[src/pspb_pkg.sv]
// Package for the parallel slave byte port: register map, fields, timing
package pspb_pkg;
  // Offsets are register indices; byte address = 4 * index
  localparam logic [7:0] IDX_PORT_D_DATA  = 8'h08;
  localparam logic [7:0] IDX_PORT_E_DATA  = 8'h09;
  localparam logic [7:0] IDX_INT_FLAGS    = 8'h0c;
  localparam logic [7:0] IDX_E_CTRL_STAT  = 8'h89;
  localparam logic [7:0] IDX_INT_ENABLES  = 8'h8c;
  localparam logic [7:0] IDX_ANALOG_CFG   = 8'h9f;
  localparam logic [7:0] IDX_PORT_D_DIR   = 8'h88;
  localparam logic [7:0] IDX_INT_STATUS   = 8'h90;

  // Field positions of the control/status, interrupt flag and interrupt enable registers
  localparam int BIT_IN_FULL  = 7;
  localparam int BIT_OUT_FULL = 6;
  localparam int BIT_IN_OVF   = 5;
  localparam int BIT_MODE   = 4;
  localparam int BIT_SPI_IF = 7;
  localparam int BIT_SPI_IE = 7;

  // Reset values
  localparam logic [2:0] RST_E_DIR    = 3'h7;
  localparam logic [7:0] RST_D_DIR    = 8'hff;
  localparam logic [7:0] RST_ZERO8    = 8'h00;
  localparam logic [3:0] RST_ANALOG   = 4'h0;
  // Analog select value at or above which the strobe pins are digital
  localparam logic [3:0] ANALOG_DIGITAL_MIN = 4'h6;

  // Four internal phases per instruction cycle
  localparam logic [1:0] PHASE_TWO  = 2'h1;
  localparam logic [1:0] PHASE_FOUR = 2'h3;

  // Strobe pin group as sampled
  typedef struct packed {
    logic sel_n;
    logic store_n;
    logic read_n;
  } pspb_strobe_s;

  // Completion tracker states
  typedef enum logic [1:0] {
    PSPB_IDLE  = 2'b00,
    PSPB_ARMED = 2'b01,
    PSPB_WAIT4 = 2'b10
  } pspb_done_e;
endpackage

[src/pspb_port.sv]
// Parallel slave byte port with APB register access
//
// Added by the designer: the APB register port.
`timescale 1ns/1ps
`default_nettype none
module pspb_port
  import pspb_pkg::*;
(
  input  wire logic                  pclk,            // 20 MHz system clock
  input  wire logic                  presetn,         // Asynchronous reset, active low
  input  wire logic                  psel,            // APB select
  input  wire logic                  penable,         // APB enable
  input  wire logic                  pwrite,          // APB direction
  input  wire logic [11:0]           paddr,           // APB byte address
  input  wire logic [31:0]           pwdata,          // APB write data
  output logic      [31:0]           prdata,          // APB read data
  output logic                       pready,          // APB ready
  output logic                       pslverr,         // APB error on unmapped address
  input  wire pspb_pkg::pspb_strobe_s strobe_in,      // Strobe pin levels
  output pspb_pkg::pspb_strobe_s     strobe_out,      // Strobe pin drive values
  output pspb_pkg::pspb_strobe_s     strobe_oe_n,     // Strobe pin enables, low drives
  input  wire logic [7:0]            data_in,         // Port D pin levels
  output logic      [7:0]            data_out,        // Port D drive values
  output logic      [7:0]            data_oe_n,       // Port D enables, low drives
  output logic                       slave_port_irq   // Interrupt request level
);
  import pspb_pkg::*;

  ////////////////////////////////////////////////////////////////////////////
  // Register storage
  logic [7:0]  out_latch_reg;
  logic [7:0]  in_latch_reg;
  logic [7:0]  port_d_dir_reg;
  logic [2:0]  e_out_reg;
  logic [2:0]  e_dir_reg;
  logic        mode_reg;
  logic        in_buf_full_reg;
  logic        out_buf_full_reg;
  logic        in_buf_overflow_reg;
  logic        int_flag_reg;
  logic        int_enable_reg;
  logic [3:0]  analog_reg;
  logic [1:0]  phase_reg;
  pspb_strobe_s sync1_reg;
  pspb_strobe_s sync2_reg;
  logic [7:0]  dsync1_reg;
  logic [7:0]  dsync2_reg;
  logic        wr_act_reg;
  logic        rd_act_reg;
  pspb_done_e  wdone_reg;
  pspb_done_e  rdone_reg;

  ////////////////////////////////////////////////////////////////////////////
  // Bus decode
  logic        acc;
  logic        wr_en;
  logic        rd_en;
  logic [9:0]  idx;
  logic        mapped;
  assign acc    = psel && penable && pready;
  assign wr_en  = acc && pwrite && mapped;
  assign rd_en  = acc && !pwrite && mapped;
  assign idx    = paddr[11:2];
  assign mapped = (paddr[1:0] == 2'h0) && (idx[9:8] == 2'h0) &&
                  (idx[7:0] == IDX_PORT_D_DATA || idx[7:0] == IDX_PORT_E_DATA ||
                   idx[7:0] == IDX_INT_FLAGS   || idx[7:0] == IDX_E_CTRL_STAT ||
                   idx[7:0] == IDX_INT_ENABLES || idx[7:0] == IDX_ANALOG_CFG ||
                   idx[7:0] == IDX_PORT_D_DIR  || idx[7:0] == IDX_INT_STATUS);

  ////////////////////////////////////////////////////////////////////////////
  // Synchronisers for pin inputs
  always_ff @(posedge pclk or negedge presetn) begin
    if (!presetn) begin
      sync1_reg  <= '1;
      sync2_reg  <= '1;
      dsync1_reg <= RST_ZERO8;
      dsync2_reg <= RST_ZERO8;
    end else begin
      sync1_reg  <= strobe_in;
      sync2_reg  <= sync1_reg;
      dsync1_reg <= data_in;
      dsync2_reg <= dsync1_reg;
    end
  end

  // Analog-selected pins read low; active strobes therefore need digital config
  logic        pins_digital;
  pspb_strobe_s strb;
  assign pins_digital = (analog_reg >= ANALOG_DIGITAL_MIN);
  assign strb         = pins_digital ? sync2_reg : '0;

  // Strobe qualification: select is active low and gates both strobes
  logic        wr_low;
  logic        rd_low;
  assign wr_low = mode_reg && !strb.sel_n && !strb.store_n;
  assign rd_low = mode_reg && !strb.sel_n && !strb.read_n;

  logic        wr_start;
  logic        wr_end;
  logic        rd_start;
  logic        rd_end;
  assign wr_start = wr_low && !wr_act_reg;
  assign wr_end   = !wr_low && wr_act_reg;
  assign rd_start = rd_low && !rd_act_reg;
  assign rd_end   = !rd_low && rd_act_reg;

  ////////////////////////////////////////////////////////////////////////////
  // Four-phase internal clock
  always_ff @(posedge pclk or negedge presetn) begin
    if (!presetn) begin
      phase_reg <= 2'h0;
    end else begin
      phase_reg <= phase_reg + 2'h1;
    end
  end

  // Transaction activity tracking
  always_ff @(posedge pclk or negedge presetn) begin
    if (!presetn) begin
      wr_act_reg <= 1'b0;
      rd_act_reg <= 1'b0;
    end else begin
      wr_act_reg <= wr_low;
      rd_act_reg <= rd_low;
    end
  end

  // Input latch captures pins during the write strobe
  always_ff @(posedge pclk or negedge presetn) begin
    if (!presetn) begin
      in_latch_reg <= RST_ZERO8;
    end else if (wr_low) begin
      in_latch_reg <= dsync2_reg;
    end
  end

  // Completion wait: next phase two, then phase four
  function automatic pspb_done_e done_step(input pspb_done_e st, input logic ending, input logic [1:0] ph);
    pspb_done_e nx;
    nx = st;
    case (st)
      PSPB_IDLE:  nx = ending ? PSPB_ARMED : PSPB_IDLE;
      PSPB_ARMED: nx = (ph == PHASE_TWO) ? PSPB_WAIT4 : PSPB_ARMED;
      PSPB_WAIT4: nx = (ph == PHASE_FOUR) ? PSPB_IDLE : PSPB_WAIT4;
      default:    nx = PSPB_IDLE;
    endcase
    return nx;
  endfunction

  logic wr_done;
  logic rd_done;
  assign wr_done = (wdone_reg == PSPB_WAIT4) && (phase_reg == PHASE_FOUR);
  assign rd_done = (rdone_reg == PSPB_WAIT4) && (phase_reg == PHASE_FOUR);

  always_ff @(posedge pclk or negedge presetn) begin
    if (!presetn) begin
      wdone_reg <= PSPB_IDLE;
      rdone_reg <= PSPB_IDLE;
    end else begin
      wdone_reg <= done_step(wdone_reg, wr_end, phase_reg);
      rdone_reg <= done_step(rdone_reg, rd_end, phase_reg);
    end
  end

  ////////////////////////////////////////////////////////////////////////////
  // Status flags
  logic rd_in_latch;
  assign rd_in_latch = rd_en && (idx[7:0] == IDX_PORT_D_DATA);

  // Input full: set at write completion, cleared by a data read, held clear outside slave mode
  always_ff @(posedge pclk or negedge presetn) begin
    if (!presetn) begin
      in_buf_full_reg <= 1'b0;
    end else if (!mode_reg) begin
      in_buf_full_reg <= 1'b0;
    end else if (wr_done) begin
      in_buf_full_reg <= 1'b1;
    end else if (rd_in_latch) begin
      in_buf_full_reg <= 1'b0;
    end
  end

  // Overflow: write start while byte unread, cleared only by software
  always_ff @(posedge pclk or negedge presetn) begin
    if (!presetn) begin
      in_buf_overflow_reg <= 1'b0;
    end else if (wr_start && in_buf_full_reg) begin
      in_buf_overflow_reg <= 1'b1;
    end else if (wr_en && idx[7:0] == IDX_E_CTRL_STAT && !pwdata[BIT_IN_OVF]) begin
      in_buf_overflow_reg <= 1'b0;
    end
  end

  // Output full: cleared at read start, set by processor write to the data latch
  always_ff @(posedge pclk or negedge presetn) begin
    if (!presetn) begin
      out_buf_full_reg <= 1'b0;
    end else if (!mode_reg) begin
      out_buf_full_reg <= 1'b0;
    end else if (rd_start) begin
      out_buf_full_reg <= 1'b0;
    end else if (wr_en && idx[7:0] == IDX_PORT_D_DATA) begin
      out_buf_full_reg <= 1'b1;
    end
  end

  // Interrupt flag latched at completions; set wins over software clear
  always_ff @(posedge pclk or negedge presetn) begin
    if (!presetn) begin
      int_flag_reg <= 1'b0;
    end else if (wr_done || rd_done) begin
      int_flag_reg <= 1'b1;
    end else if (wr_en && idx[7:0] == IDX_INT_FLAGS) begin
      int_flag_reg <= pwdata[BIT_SPI_IF];
    end
  end

  ////////////////////////////////////////////////////////////////////////////
  // Software-written registers
  always_ff @(posedge pclk or negedge presetn) begin
    if (!presetn) begin
      out_latch_reg  <= RST_ZERO8;
      port_d_dir_reg <= RST_D_DIR;
      e_out_reg      <= 3'h0;
      e_dir_reg      <= RST_E_DIR;
      mode_reg       <= 1'b0;
      int_enable_reg <= 1'b0;
      analog_reg     <= RST_ANALOG;
    end else if (wr_en) begin
      case (idx[7:0])
        IDX_PORT_D_DATA: out_latch_reg <= pwdata[7:0];
        IDX_PORT_E_DATA: e_out_reg <= pwdata[2:0];
        IDX_E_CTRL_STAT: begin
          mode_reg  <= pwdata[BIT_MODE];
          e_dir_reg <= pwdata[2:0];
        end
        IDX_INT_ENABLES: int_enable_reg <= pwdata[BIT_SPI_IE];
        IDX_ANALOG_CFG:  analog_reg <= pwdata[3:0];
        IDX_PORT_D_DIR:  port_d_dir_reg <= pwdata[7:0];
        default: begin
        end
      endcase
    end
  end

  ////////////////////////////////////////////////////////////////////////////
  // APB read mux and answer; zero wait states
  logic [7:0] ctrl_stat;
  logic [7:0] rmux;
  assign ctrl_stat = {in_buf_full_reg, out_buf_full_reg, in_buf_overflow_reg, mode_reg,
                      1'b0, e_dir_reg};
  always_comb begin
    rmux = RST_ZERO8;
    case (idx[7:0])
      IDX_PORT_D_DATA: rmux = mode_reg ? in_latch_reg : dsync2_reg;
      IDX_PORT_E_DATA: rmux = {5'h00, strb};
      IDX_INT_FLAGS:   rmux = {int_flag_reg, 7'h00};
      IDX_E_CTRL_STAT: rmux = ctrl_stat;
      IDX_INT_ENABLES: rmux = {int_enable_reg, 7'h00};
      IDX_ANALOG_CFG:  rmux = {4'h0, analog_reg};
      IDX_PORT_D_DIR:  rmux = port_d_dir_reg;
      IDX_INT_STATUS:  rmux = {int_flag_reg && int_enable_reg, 7'h00};
      default:         rmux = RST_ZERO8;
    endcase
  end

  always_ff @(posedge pclk or negedge presetn) begin
    if (!presetn) begin
      pready  <= 1'b0;
      prdata  <= 32'h0;
      pslverr <= 1'b0;
    end else begin
      pready  <= psel && !penable;
      pslverr <= psel && !penable && !mapped;
      prdata  <= (psel && !penable && !pwrite && mapped) ? {24'h0, rmux} : 32'h0;
    end
  end

  ////////////////////////////////////////////////////////////////////////////
  // Pin drivers
  always_ff @(posedge pclk or negedge presetn) begin
    if (!presetn) begin
      data_out       <= RST_ZERO8;
      data_oe_n      <= 8'hff;
      strobe_out     <= '0;
      strobe_oe_n    <= '1;
      slave_port_irq <= 1'b0;
    end else begin
      data_out       <= out_latch_reg;
      if (mode_reg) begin
        data_oe_n    <= rd_low ? 8'h00 : 8'hff;
      end else begin
        data_oe_n    <= port_d_dir_reg;
      end
      strobe_out     <= e_out_reg;
      strobe_oe_n    <= e_dir_reg;
      slave_port_irq <= int_flag_reg && int_enable_reg;
    end
  end

  ////////////////////////////////////////////////////////////////////////////
  // Assertions
  property p_mode_reset;
    @(posedge pclk) $rose(presetn) |-> ctrl_stat == 8'h07;
  endproperty
  a_mode_reset: assert property (p_mode_reset) else $error("control/status not 07 after reset");

  property p_wr_done_phase;
    @(posedge pclk) disable iff (!presetn) wr_end |-> ##[2:9] (wr_done && phase_reg == PHASE_FOUR);
  endproperty
  a_wr_done_phase: assert property (p_wr_done_phase) else $error("write completion late");

  property p_ibf_set;
    @(posedge pclk) disable iff (!presetn) wr_done && mode_reg |=> in_buf_full_reg && int_flag_reg;
  endproperty
  a_ibf_set: assert property (p_ibf_set) else $error("full and flag not set together");

  property p_obf_clear;
    @(posedge pclk) disable iff (!presetn) rd_start |=> !out_buf_full_reg;
  endproperty
  a_obf_clear: assert property (p_obf_clear) else $error("output full not cleared");

  property p_rd_flag;
    @(posedge pclk) disable iff (!presetn) rd_end |-> ##[2:9] int_flag_reg;
  endproperty
  a_rd_flag: assert property (p_rd_flag) else $error("read completion flag missing");

  property p_ovf;
    @(posedge pclk) disable iff (!presetn) wr_start && in_buf_full_reg |=> in_buf_overflow_reg;
  endproperty
  a_ovf: assert property (p_ovf) else $error("overflow not flagged");

  property p_offmode;
    @(posedge pclk) disable iff (!presetn) !mode_reg |=> !in_buf_full_reg && !out_buf_full_reg;
  endproperty
  a_offmode: assert property (p_offmode) else $error("flags not held clear");

  property p_drive;
    @(posedge pclk) disable iff (!presetn) mode_reg && rd_low |=> data_oe_n == 8'h00;
  endproperty
  a_drive: assert property (p_drive) else $error("data pins not driven");

  property p_irq;
    @(posedge pclk) disable iff (!presetn) slave_port_irq |-> $past(int_enable_reg);
  endproperty
  a_irq: assert property (p_irq) else $error("request without enable");

  c_write: cover property (@(posedge pclk) disable iff (!presetn) wr_done);
  c_read:  cover property (@(posedge pclk) disable iff (!presetn) rd_done);
  c_ovf:   cover property (@(posedge pclk) disable iff (!presetn) $rose(in_buf_overflow_reg));
endmodule
`default_nettype wire

[config.mk]
export PLATFORM = sky130hd
export DESIGN_NAME = pspb_port
export DESIGN_NICKNAME = d
export VERILOG_FILES = /design/src/pspb_pkg.sv /design/src/pspb_port.sv
export SDC_FILE = /design/constraint.sdc
export NUM_CORES = 1
export LEC_CHECK = 0
export ABC_AREA = 1
export BUFFER_PORTS_ARGS = -buffer_cell sky130_fd_sc_hd__buf_2
export CAP_MARGIN = 40
export CORE_MARGIN = 3
export CORE_UTILIZATION = 56
export DETAILED_ROUTE_END_ITERATION = 7
export GPL_TIMING_DRIVEN = 1
export PLACE_DENSITY = 0.85
export SLEW_MARGIN = 20
export SYNTH_ARGS = -nofsm -noshare
export SYNTH_HDL_FRONTEND = slang
export SYNTH_SLANG_ARGS = --single-unit
[constraint.sdc]
create_clock -name pclk -period 3 [get_ports pclk]
set_clock_uncertainty 0.15 [all_clocks]
set_input_delay 0 -clock pclk [delete_from_list [all_inputs] [get_ports pclk]]
set_output_delay 0 -clock pclk [all_outputs]
set_load 0.05 [all_outputs]
# Yosys cells after proc, flatten, opt, wreduce, memory -nomap -nowiden
# Cells that the tools add are included.
dict set report word_totals {
  regBits 103
  elab_cells 136
}
dict set report classes {
  n_addsub 1
  order_cmp 1
  eq_ne 16
  n_mux 22
  n_reduce_logical 59
}
# cell n
set op_table {}
lappend op_table {{$pmux W8 S8} 1}
lappend op_table {{$eq A8 B8 Y1 const B} 5}
lappend op_table {{$mux W8} 4}
lappend op_table {{$logic_and A1 B1 Y1} 28}
lappend op_table {{$eq A8 B4 Y1 const B} 3}
lappend op_table {{$mux W1} 12}
lappend op_table {{$pmux W2 S3} 2}
lappend op_table {{$reduce_and A2 Y1} 6}
lappend op_table {{$logic_not A1 Y1} 11}
lappend op_table {{$logic_not A2 Y1} 4}
lappend op_table {{$logic_or A1 B1 Y1} 8}
lappend op_table {{$eq A2 B1 Y1 const B} 3}
lappend op_table {{$eq A2 B2 Y1 const B} 3}
lappend op_table {{$ne A3 B1 Y1 const B} 2}
lappend op_table {{$ge A4 B3 Y1 const B} 1}
lappend op_table {{$mux W2} 2}
lappend op_table {{$reduce_bool A2 Y1} 2}
lappend op_table {{$mux W3} 1}
lappend op_table {{$add A2 B1 Y2 const B} 1}

# Logic depth before layout (Yosys ltp)
# Gate-level depths: netlist of the first run.
dict set report depth {
  ltp_word 14
  mapped_depth 12
  ltp_nobuf 12
}

# Worst setup path after synthesis of the first run
# OpenSTA, ideal clock, no wires.
dict set report synth_path {
  kind {register -> register}
  from {register pready}
  to {register port_d_dir_reg[5]}
  arrival_time_ps 1675
  slack_ps 1106
  stages_incl_launch_ff 8
  path_buffers 1
  path_cell_list {dfrtp_1 > nand3_1 > nor2_1 > nand3_4 > nor2_8 > buf_8 > nand2_2 > o21ai_2}
}
dict set report synth_between {
  elab_chain_len 4
}
# item line_no
set synth_lines {}
lappend synth_lines {{start, declared} pspb_port.sv:17} ;# output logic pready,
lappend synth_lines {{start signal, assigned} pspb_port.sv:273} ;# pready <= psel && !penable;
lappend synth_lines {{$logic_and A1 B1 Y1} pspb_port.sv:60} ;# assign acc = psel && penable && pready;
lappend synth_lines {{$logic_and A1 B1 Y1 (2 in a row)} pspb_port.sv:61} ;# assign wr_en = acc && pwrite && mapped;
lappend synth_lines {{$reduce_and A2 Y1 (no source line)} --}
lappend synth_lines {{end signal, assigned} pspb_port.sv:239} ;# IDX_PORT_D_DIR: port_d_dir_reg <= pwdata[7:0];
lappend synth_lines {{end, declared} pspb_port.sv:33} ;# logic [7:0] port_d_dir_reg;
# Every way passes these cells.
# A chain may end at the register's enable or synchronous reset.

# Worst setup path in the final report of the first run
dict set report layout_path {
  from {input port paddr[10]}
  to {register pslverr}
}
dict set report layout_between {
  elab_chain_len 5
}
# item line_no
set layout_lines {}
lappend layout_lines {{start, declared} pspb_port.sv:14} ;# input wire logic [11:0] paddr,
lappend layout_lines {{$logic_not A2 Y1} pspb_port.sv:64} ;# assign mapped = (paddr[1:0] == 2'h0) && (idx[9:8] == 2'h0) &&
lappend layout_lines {{$logic_and A1 B1 Y1 (2 in a row)} pspb_port.sv:64}
lappend layout_lines {{$logic_not A1 Y1} pspb_port.sv:274} ;# pslverr <= psel && !penable && !mapped;
lappend layout_lines {{$logic_and A1 B1 Y1} pspb_port.sv:274}
lappend layout_lines {{end signal, assigned} pspb_port.sv:274}
lappend layout_lines {{end, declared} pspb_port.sv:18} ;# output logic pslverr,
# Every way passes these cells.

==> summary.txt, run 1 <==
Status
  • Status: finished, final reports clean

Placed design
  • GPL Wtd Cong: between 0.8 and 0.9
  • DP Area: 4550 um^2
  • Buffers on Ports: 68
  • Post-DP HPWL: between 5 and 6 mm
  • Cell Count Post-Placement: ~570

CTS
  • Sink Count: 103
  • CTS tree: built
  • Post-CTS setup buffers: 0
  • Clock root cell: clkbuf_8
  • Maximum root-to-sink buffer count: 2
  • Clock slew at reported path FFs: about 0.090 ns
  • H-Tree Depth: 3
  • Post-CTS Resized: 0
  • TritonCTS buffer count: 9
  • Worst-skew pair later-pin latency: about 0.36 ns

Power
  • Switching power summed over all nets: about 0.66 mW
  • Sequential share of power: between 50% and 60%
  • Switch share: 24.1%
  • Comb power frac: 9.9%
  • Clock share of power: a little under two fifths
  • Worst IR Drop VDD: 0.000285 V
  • Pwr Density: 546 nW/um^2
  • Cell Int Power: around 2.1 mW
  • Static Leak: 2.65 nW

Critical path
  • Worst Path Required: 3.10 ns
  • Cell chain of the critical path: dlygate4sd3_1 -> buf_2 -> nor4_4 -> dlygate4sd3_1 -> nand2_1 -> inv_2 -> nor3_1 -> dlygate4sd3_1
  • Worst setup path class: in2reg
  • Critical Path AT: 2.41 ns
  • Cell family with most CP delay: buffers and inverters
  • Buf+Inv Stages, Crit Path: 5
  • CP max-delay cell: dlygate4sd3_1
  • Largest fanout on the critical path: 4
  • Max incr delay on CP: approximately 0.69 ns
  • Most frequent CP cell: dlygate4sd3_1
  • Nature of the critical path endpoint: flop
  • Startpoint types: input pin

Global routing
  • Grt ovf: 0
  • Initial antenna violation count: 0
  • Global Route Usage Sum: 21.3%
  • Largest net degree at the start of global routing: around 100
  • Number of global-route vias before repair: approximately 3,000
  • Global-route wire length before repair: around 14 mm

Finish
  • Diode count: 0
  • Fill cell count: a little over 500
  • Fraction of layout cells with a size suffix above 1: approximately 28%
  • Non-Filler Instances: 615
  • Nets: about 580
  • Post-route cell area: just over 5000 um^2
  • Area grow syn2layout: 20.7%
  • Final Core Density: 72.0%

Logic synthesis
  • Post-synth top cells: nand2_1 (99), dfrtp_1 (75), inv_1 (47)
  • Seq cells post-synth: slightly above 100
  • Synth area leaders: dfrtp_1 (45%), dfstp_2 (18%), nand2_1 (8.9%), buf_4 (4.3%), inv_1 (4.2%)
  • Sequential area share after synthesis: around 62%
  • Synth area leader: dfrtp_1
  • Post-synth top area share: between 40% and 50%
  • Async set or reset register ratio after synthesis: 100%
  • Synth warn: 0
  • Mean Syn Cell Area: 10.1 um^2
  • Synthesized cell area: approximately 4200 um^2
  • Post-Syn Instances: 414
  • Dominant synthesized flop cell: dfrtp_1
  • Most frequent cell after synthesis: nand2_1
  • Netlist cell types: 33
  • Post-synth EDFFs: 0

Drt
  • WL/cell: approximately 14 um
  • Vias: roughly 3,100
  • Final WL: approximately 8.5 mm
  • Routed Antenna Nets: 0
  • Via density: 4.96
  • 1st-iter DRT viols: between 200 and 300
  • Drt drc: 0
  • DRT Pass-1 Iters: 4

Floorplanning
  • Core Area: 7020 um^2
  • Die Ht: 92.5 um
  • Die area: 8550 um^2
  • DIE WIDTH: approximately 92 um
  • FP Rows: 30
  • Starting Density: 59.6%
  • Io pins: about 120

STA
  • Final Hold Vio Count: 0
  • Fin crit period: ~2.3 ns
  • RSZ-0062 raised after global routing: no
  • F_max: 431 MHz
  • WHS: approximately 0.020 ns
  • Slew HR: around half
  • Max Slew Vio Count: 0
  • Setup_tns: 0 ns
  • Worst Tran Pin Value: 0.741 ns
  • # setup viols final: 0
  • Final period utilization: between 70 and 80%

Flow run
  • Max-Cap Viols: 0

Hold path
  • Hold Crit Class: in2reg
## what timing repair did
item,in CTS,in global routing
hold buffers,26,0
setup endpoints to repair,0,0
endpoints found under the hold margin,155,0
## layout by cell type (no fill, tap or decap), types with 3 or more instances in the layout
master	synthesis	layout
nand4_1	3	3
nand2_2	11	11
a21oi_1	10	10
nand2_1	99	99
o22ai_1	7	7
dfstp_2	28	28
nor2_1	23	23
nor2_2	4	4
conb_1	1	24
buf_2	0	67
nor2_4	4	4
o221ai_1	3	3
bufinv_16	0	3
o21ai_1	6	6
nand3_1	6	6
o21ai_0	35	35
inv_1	47	47
clkbuf_8	0	10
dfrtp_1	75	75
dlygate4sd3_1	0	26
inv_2	3	3
## power groups by stage
stage | sequential, mW | clock (mW) | combinational, mW
2_1_floorplan | 1.51 | 0 | 0.159
3_3_place_gp | 1.49 | 0 | 0.236
3_5_place_dp | 1.49 | 0 | 0.244
4_1_cts | 1.46 | 1.04 | 0.271
5_1_grt | 1.47 | 1.11 | 0.297
6_report | 1.46 | 1.02 | 0.272
## area by class of cell
class                      instances  area, um^2  share of cell area, %
clock buffer                      10         138                   2.72
clock inverter                     6         108                   2.13
inverter                          51         191                   3.79
multi-input combinational        254        1260                   24.9
sequential                       103        2610                   51.7
tap                               96         120                   2.38
timing repair buffer              95         623                   12.3
## cell families (layout without fill, tap and decap cells)
group                      Yosys count  in the layout  share of synthesized area (%)
adders and majority gates            2              2                          0.598
AOI/OAI and AO/OA                   68             68                           9.06
and+or+nand+nor                    160            160                           18.3
DFF                                103            103                           62.4
other                                1             24                         0.0896
buffers and inverters               80            162                           9.59
## per-layer routing
| metal | vias to the layer above | routed length [um] | GRT usage (%) |
|---|---|---|---|
| met5 | - | 0 | 0 |
| met4 | 0 | 112 | 6.81 |
| met3 | 16 | 496 | 4.55 |
| met2 | 118 | 4430 | 37.0 |
| met1 | 1457 | 3490 | 26.5 |
| li1 | 1460 | - | - |
## metrics by stage
step,power (mW),worst slack (ns)
after floorplan,1.67,1.11
after global placement,1.72,1.11
after detailed placement,1.73,1.05
after CTS,2.77,0.758
after global routing,2.87,0.669
final,2.76,0.682
## worst min-delay path: stages
cell and delay, ns:
buf_2 0.10, nor4_4 0.05, nand3_4 0.18, o21ai_0 0.10, nand2_1 0.06
## worst paths after layout
path | startpoint | to | slack [ns] | cells past startpoint
worst max-delay path | paddr[10] | pslverr$_DFF_PN0_ | 0.68 | 8
worst min-delay path | paddr[11] | e_out_reg[0]$_DFFE_PN0P_ | 0.02 | 5
worst max register to register | mode_reg$_DFFE_PN0P_ | in_latch_reg[4]$_DFFE_PN0P_ | 1.00 | 4
worst min register to register | dsync1_reg[7]$_DFF_PN0_ | dsync2_reg[7]$_DFF_PN0_ | 0.19 | 0
max in group asynchronous | presetn | in_latch_reg[0]$_DFFE_PN0P_ | 2.23 | 3
min in group asynchronous | presetn | e_out_reg[1]$_DFFE_PN0P_ | 0.09 | 3
Note: power is estimated with default switching activity, not from simulation.
==> run 2, diff against run 1 <==
Settings changed: CORE_UTILIZATION 56 to 52, PLACE_DENSITY 0.85 to 0.8.
Clock period 3 ns to 2.3 ns, I/O delays scaled along.
==> run 2 against run 1 <==
Effect of this change:
- total power increased by 22%
- critical path depth decreased by 1
- highest routed layer unchanged
- cell count increased by 2.3%
- sequential power increased by 31%
- cell area increased by 0.72%
- clock-buffer cell count decreased by 1
- sequential cell count unchanged
- hold slack improved by 0.040 ns
- setup slack got worse by 0.58 ns
==> summary.txt, run 2 (same netlist as run 1, synthesis figures left out) <==
Critical path
  • Largest fanout on the critical path: 7 (+3)
  • Cell family with most CP delay: buffers and inverters
  • Most frequent CP cell: dlygate4sd3_1
  • Nature of the critical path endpoint: flop
  • Worst setup path class: in2reg
  • Buf+Inv Stages, Crit Path: 4 (-1)
  • Cell chain of the critical path: dlygate4sd3_1 -> buf_2 -> nor4_4 -> dlygate4sd3_1 -> nand4_1 -> inv_1 -> o21ai_0
  • Worst Path Required: 2.39 ns (-0.71 ns)
  • Worst r2r src: pready$_DFF_PN0_
  • CP max-delay cell: dlygate4sd3_1
  • Critical path depth: 7 (-1)
  • Critical Path AT: 2.28 ns (-0.13 ns)
  • Reg2reg path depth: 7 (+3)
  • R2r endpoint: port_d_dir_reg[6]$_DFFE_PN1P_
  • Flop-to-flop setup slack: 0.15 ns (-0.85 ns)
  • Startpoint types: input pin
  • Max incr delay on CP: 0.66 ns (-0.03 ns)

Finish
  • Area grow syn2layout: 21.5%
  • Fraction of layout cells with a size suffix above 1: 27.9% (+0.15 points)
  • Register area: 2610 um^2 (unchanged)
  • Final Core Density: 65.5% (-6.5 points)
  • Multi-input logic area: 1260 um^2 (+0.20%)
  • Nets: 584 (+1.4%)
  • Diode count: 0 (unchanged)
  • Fill cell count: 599 (+18%)
  • Most common cell after layout, fill and taps aside: nand2_1
  • Most frequent cells in the layout: nand2_1 (99), dfrtp_1 (75), buf_2 (67), inv_1 (47), o21ai_0 (35)

Floorplanning
  • Core Area: 7770 um^2 (+11%)
  • Die Ht: 95.7 um (+3.5%)
  • FP Rows: 32 (+6.7%)
  • Io pins: 117 (unchanged)
  • Die area: 9160 um^2 (+7.2%)
  • Starting Density: 53.9% (-5.7 points)
  • DIE WIDTH: 95.7 um (+3.5%)

Hold path
  • Hold EP: e_out_reg[2]$_DFFE_PN0P_
  • Hold path startpoint: paddr[2]
  • Hold Crit Depth: 6 (+1)
  • Hold Crit Class: in2reg

CTS
  • CTS tree: built
  • TritonCTS buffer count: 9 (unchanged)
  • Sink Count: 103 (unchanged)
  • Clock root cell: clkbuf_8
  • H-Tree Depth: 3 (unchanged)
  • Post-CTS setup buffers: 0 (unchanged)
  • Clock slew at reported path FFs: 0.09 ns (about the same)
  • Worst-skew pair later-pin latency: 0.37 ns (about the same)
  • Maximum root-to-sink buffer count: 2 (unchanged)

Drt
  • Via density: 4.86 (-2.0%)
  • Routed Antenna Nets: 0 (unchanged)
  • Drt drc: 0 (unchanged)
  • 1st-iter DRT viols: 149 (-48%)
  • Vias: 3,058 (+0.23%)
  • Final WL: 8.37 mm (-1.9%)
  • DRT Pass-1 Iters: 4 (unchanged)
  • WL/cell: 13.3 um (-4.1%)

Status
  • Status: finished, final reports clean

Power
  • Overall Power: 3.37 mW (+22%)
  • Pwr Density: 663 nW/um^2 (+21%)
  • Worst IR Drop VDD: 0.000394 V (+38%)
  • Static Leak: 2.65 nW (about the same)

Global routing
  • Global-route wire length before repair: 13.7 mm (-4.5%)
  • Grt ovf: 0 (unchanged)
  • Initial antenna violation count: 0 (unchanged)
  • Largest net degree at the start of global routing: 48 (-54%)
  • Number of global-route vias before repair: 2,940 (-2.0%)
  • Global Route Usage Sum: 19.8% (-1.5 points)

STA
  • Fin crit period: 2.20 ns
  • Slew HR: 51.1% (+0.43 points)
  • Final Hold Vio Count: 0 (unchanged)
  • # setup viols final: 0 (unchanged)
  • Setup_tns: 0 ns (unchanged)
  • F_max: approximately 460 MHz
  • Worst Tran Pin Value: 0.732 ns (-0.00886 ns)
  • Final period utilization: ~96%
  • WHS: 0.0602 ns (+0.0403 ns)
  • Max Slew Vio Count: 0 (unchanged)
  • RSZ-0062 raised after global routing: no

Flow run
  • Max-Cap Viols: 0 (unchanged)

Placed design
  • GPL Wtd Cong: 0.866 (+0.72%)
  • Post-DP HPWL: 5.97 mm (+0.30%)
  • Buffers on Ports: 68 (unchanged)
==> run 2: timing repair <==
item,4_1_cts,5_1_grt
endpoints found under the setup margin,0,1
resized for setup,0,1
hold buffers,32,0
endpoints found under the hold margin,141,0
==> run 2: worst max path at each step <==
stage                                     from                       endpoint  slack (ns)
after detailed placement  mode_reg$_DFFE_PN0P_            prdata[4]$_DFF_PN0_        0.54
after floorplan               pready$_DFF_PN0_  port_d_dir_reg[5]$_DFFE_PN1P_        0.41
final                                 paddr[1]           mode_reg$_DFFE_PN0P_        0.10
after global routing                  paddr[1]  port_d_dir_reg[6]$_DFFE_PN1P_        0.06
after global placement    mode_reg$_DFFE_PN0P_            prdata[4]$_DFF_PN0_        0.57
after CTS                     pready$_DFF_PN0_  port_d_dir_reg[6]$_DFFE_PN1P_        0.05
==> run 2: per-stage QoR <==
step	std cells	area, um^2	worst slack (ns)
6_report	629	5090	0.103
5_1_grt	629	5090	0.0581
4_1_cts	629	5080	0.0521
3_5_place_dp	581	4570	0.536
3_3_place_gp	581	4570	0.571
2_1_floorplan	437	4270	0.406
==> run 2: power breakdown <==
part / total, mW / switching (mW) / internal (mW)
clock network: 1.10 / 0.595 / 0.504
logic: 0.362 / 0.256 / 0.106
registers: 1.91 / 0.0285 / 1.88
total: 3.37 / 0.879 / 2.49
==> run 2: worst reg2reg max path, cell delays in order, from the launching register on <==
cell and delay [ns]:
dfrtp_1 0.37, nand3_1 0.13, nor2_2 0.28, nand3_4 0.21, nor2_8 0.28, nand2_2 0.07, dlygate4sd3_1 0.57, o21ai_2 0.06
==> run 2: layout make-up <==
class	instances	share of cell area (%)
Timing Repair Buffer	103	13.7
Inverter	51	3.76
Sequential cell	103	51.4
Tap cell	102	2.51
Clock inverter	7	1.43
Multi-Input combinational cell	254	24.8
Clock buffer	9	2.43
==> run 2: per-layer routing <==
metal  GRT usage, %  part of all wire, %  vias up
li1               -                    -     1471
met1           24.6                   41     1485
met2           33.6                   52       85
met3           4.77                  5.2       17
met4           7.35                  1.8        0
met5              0                    0        -
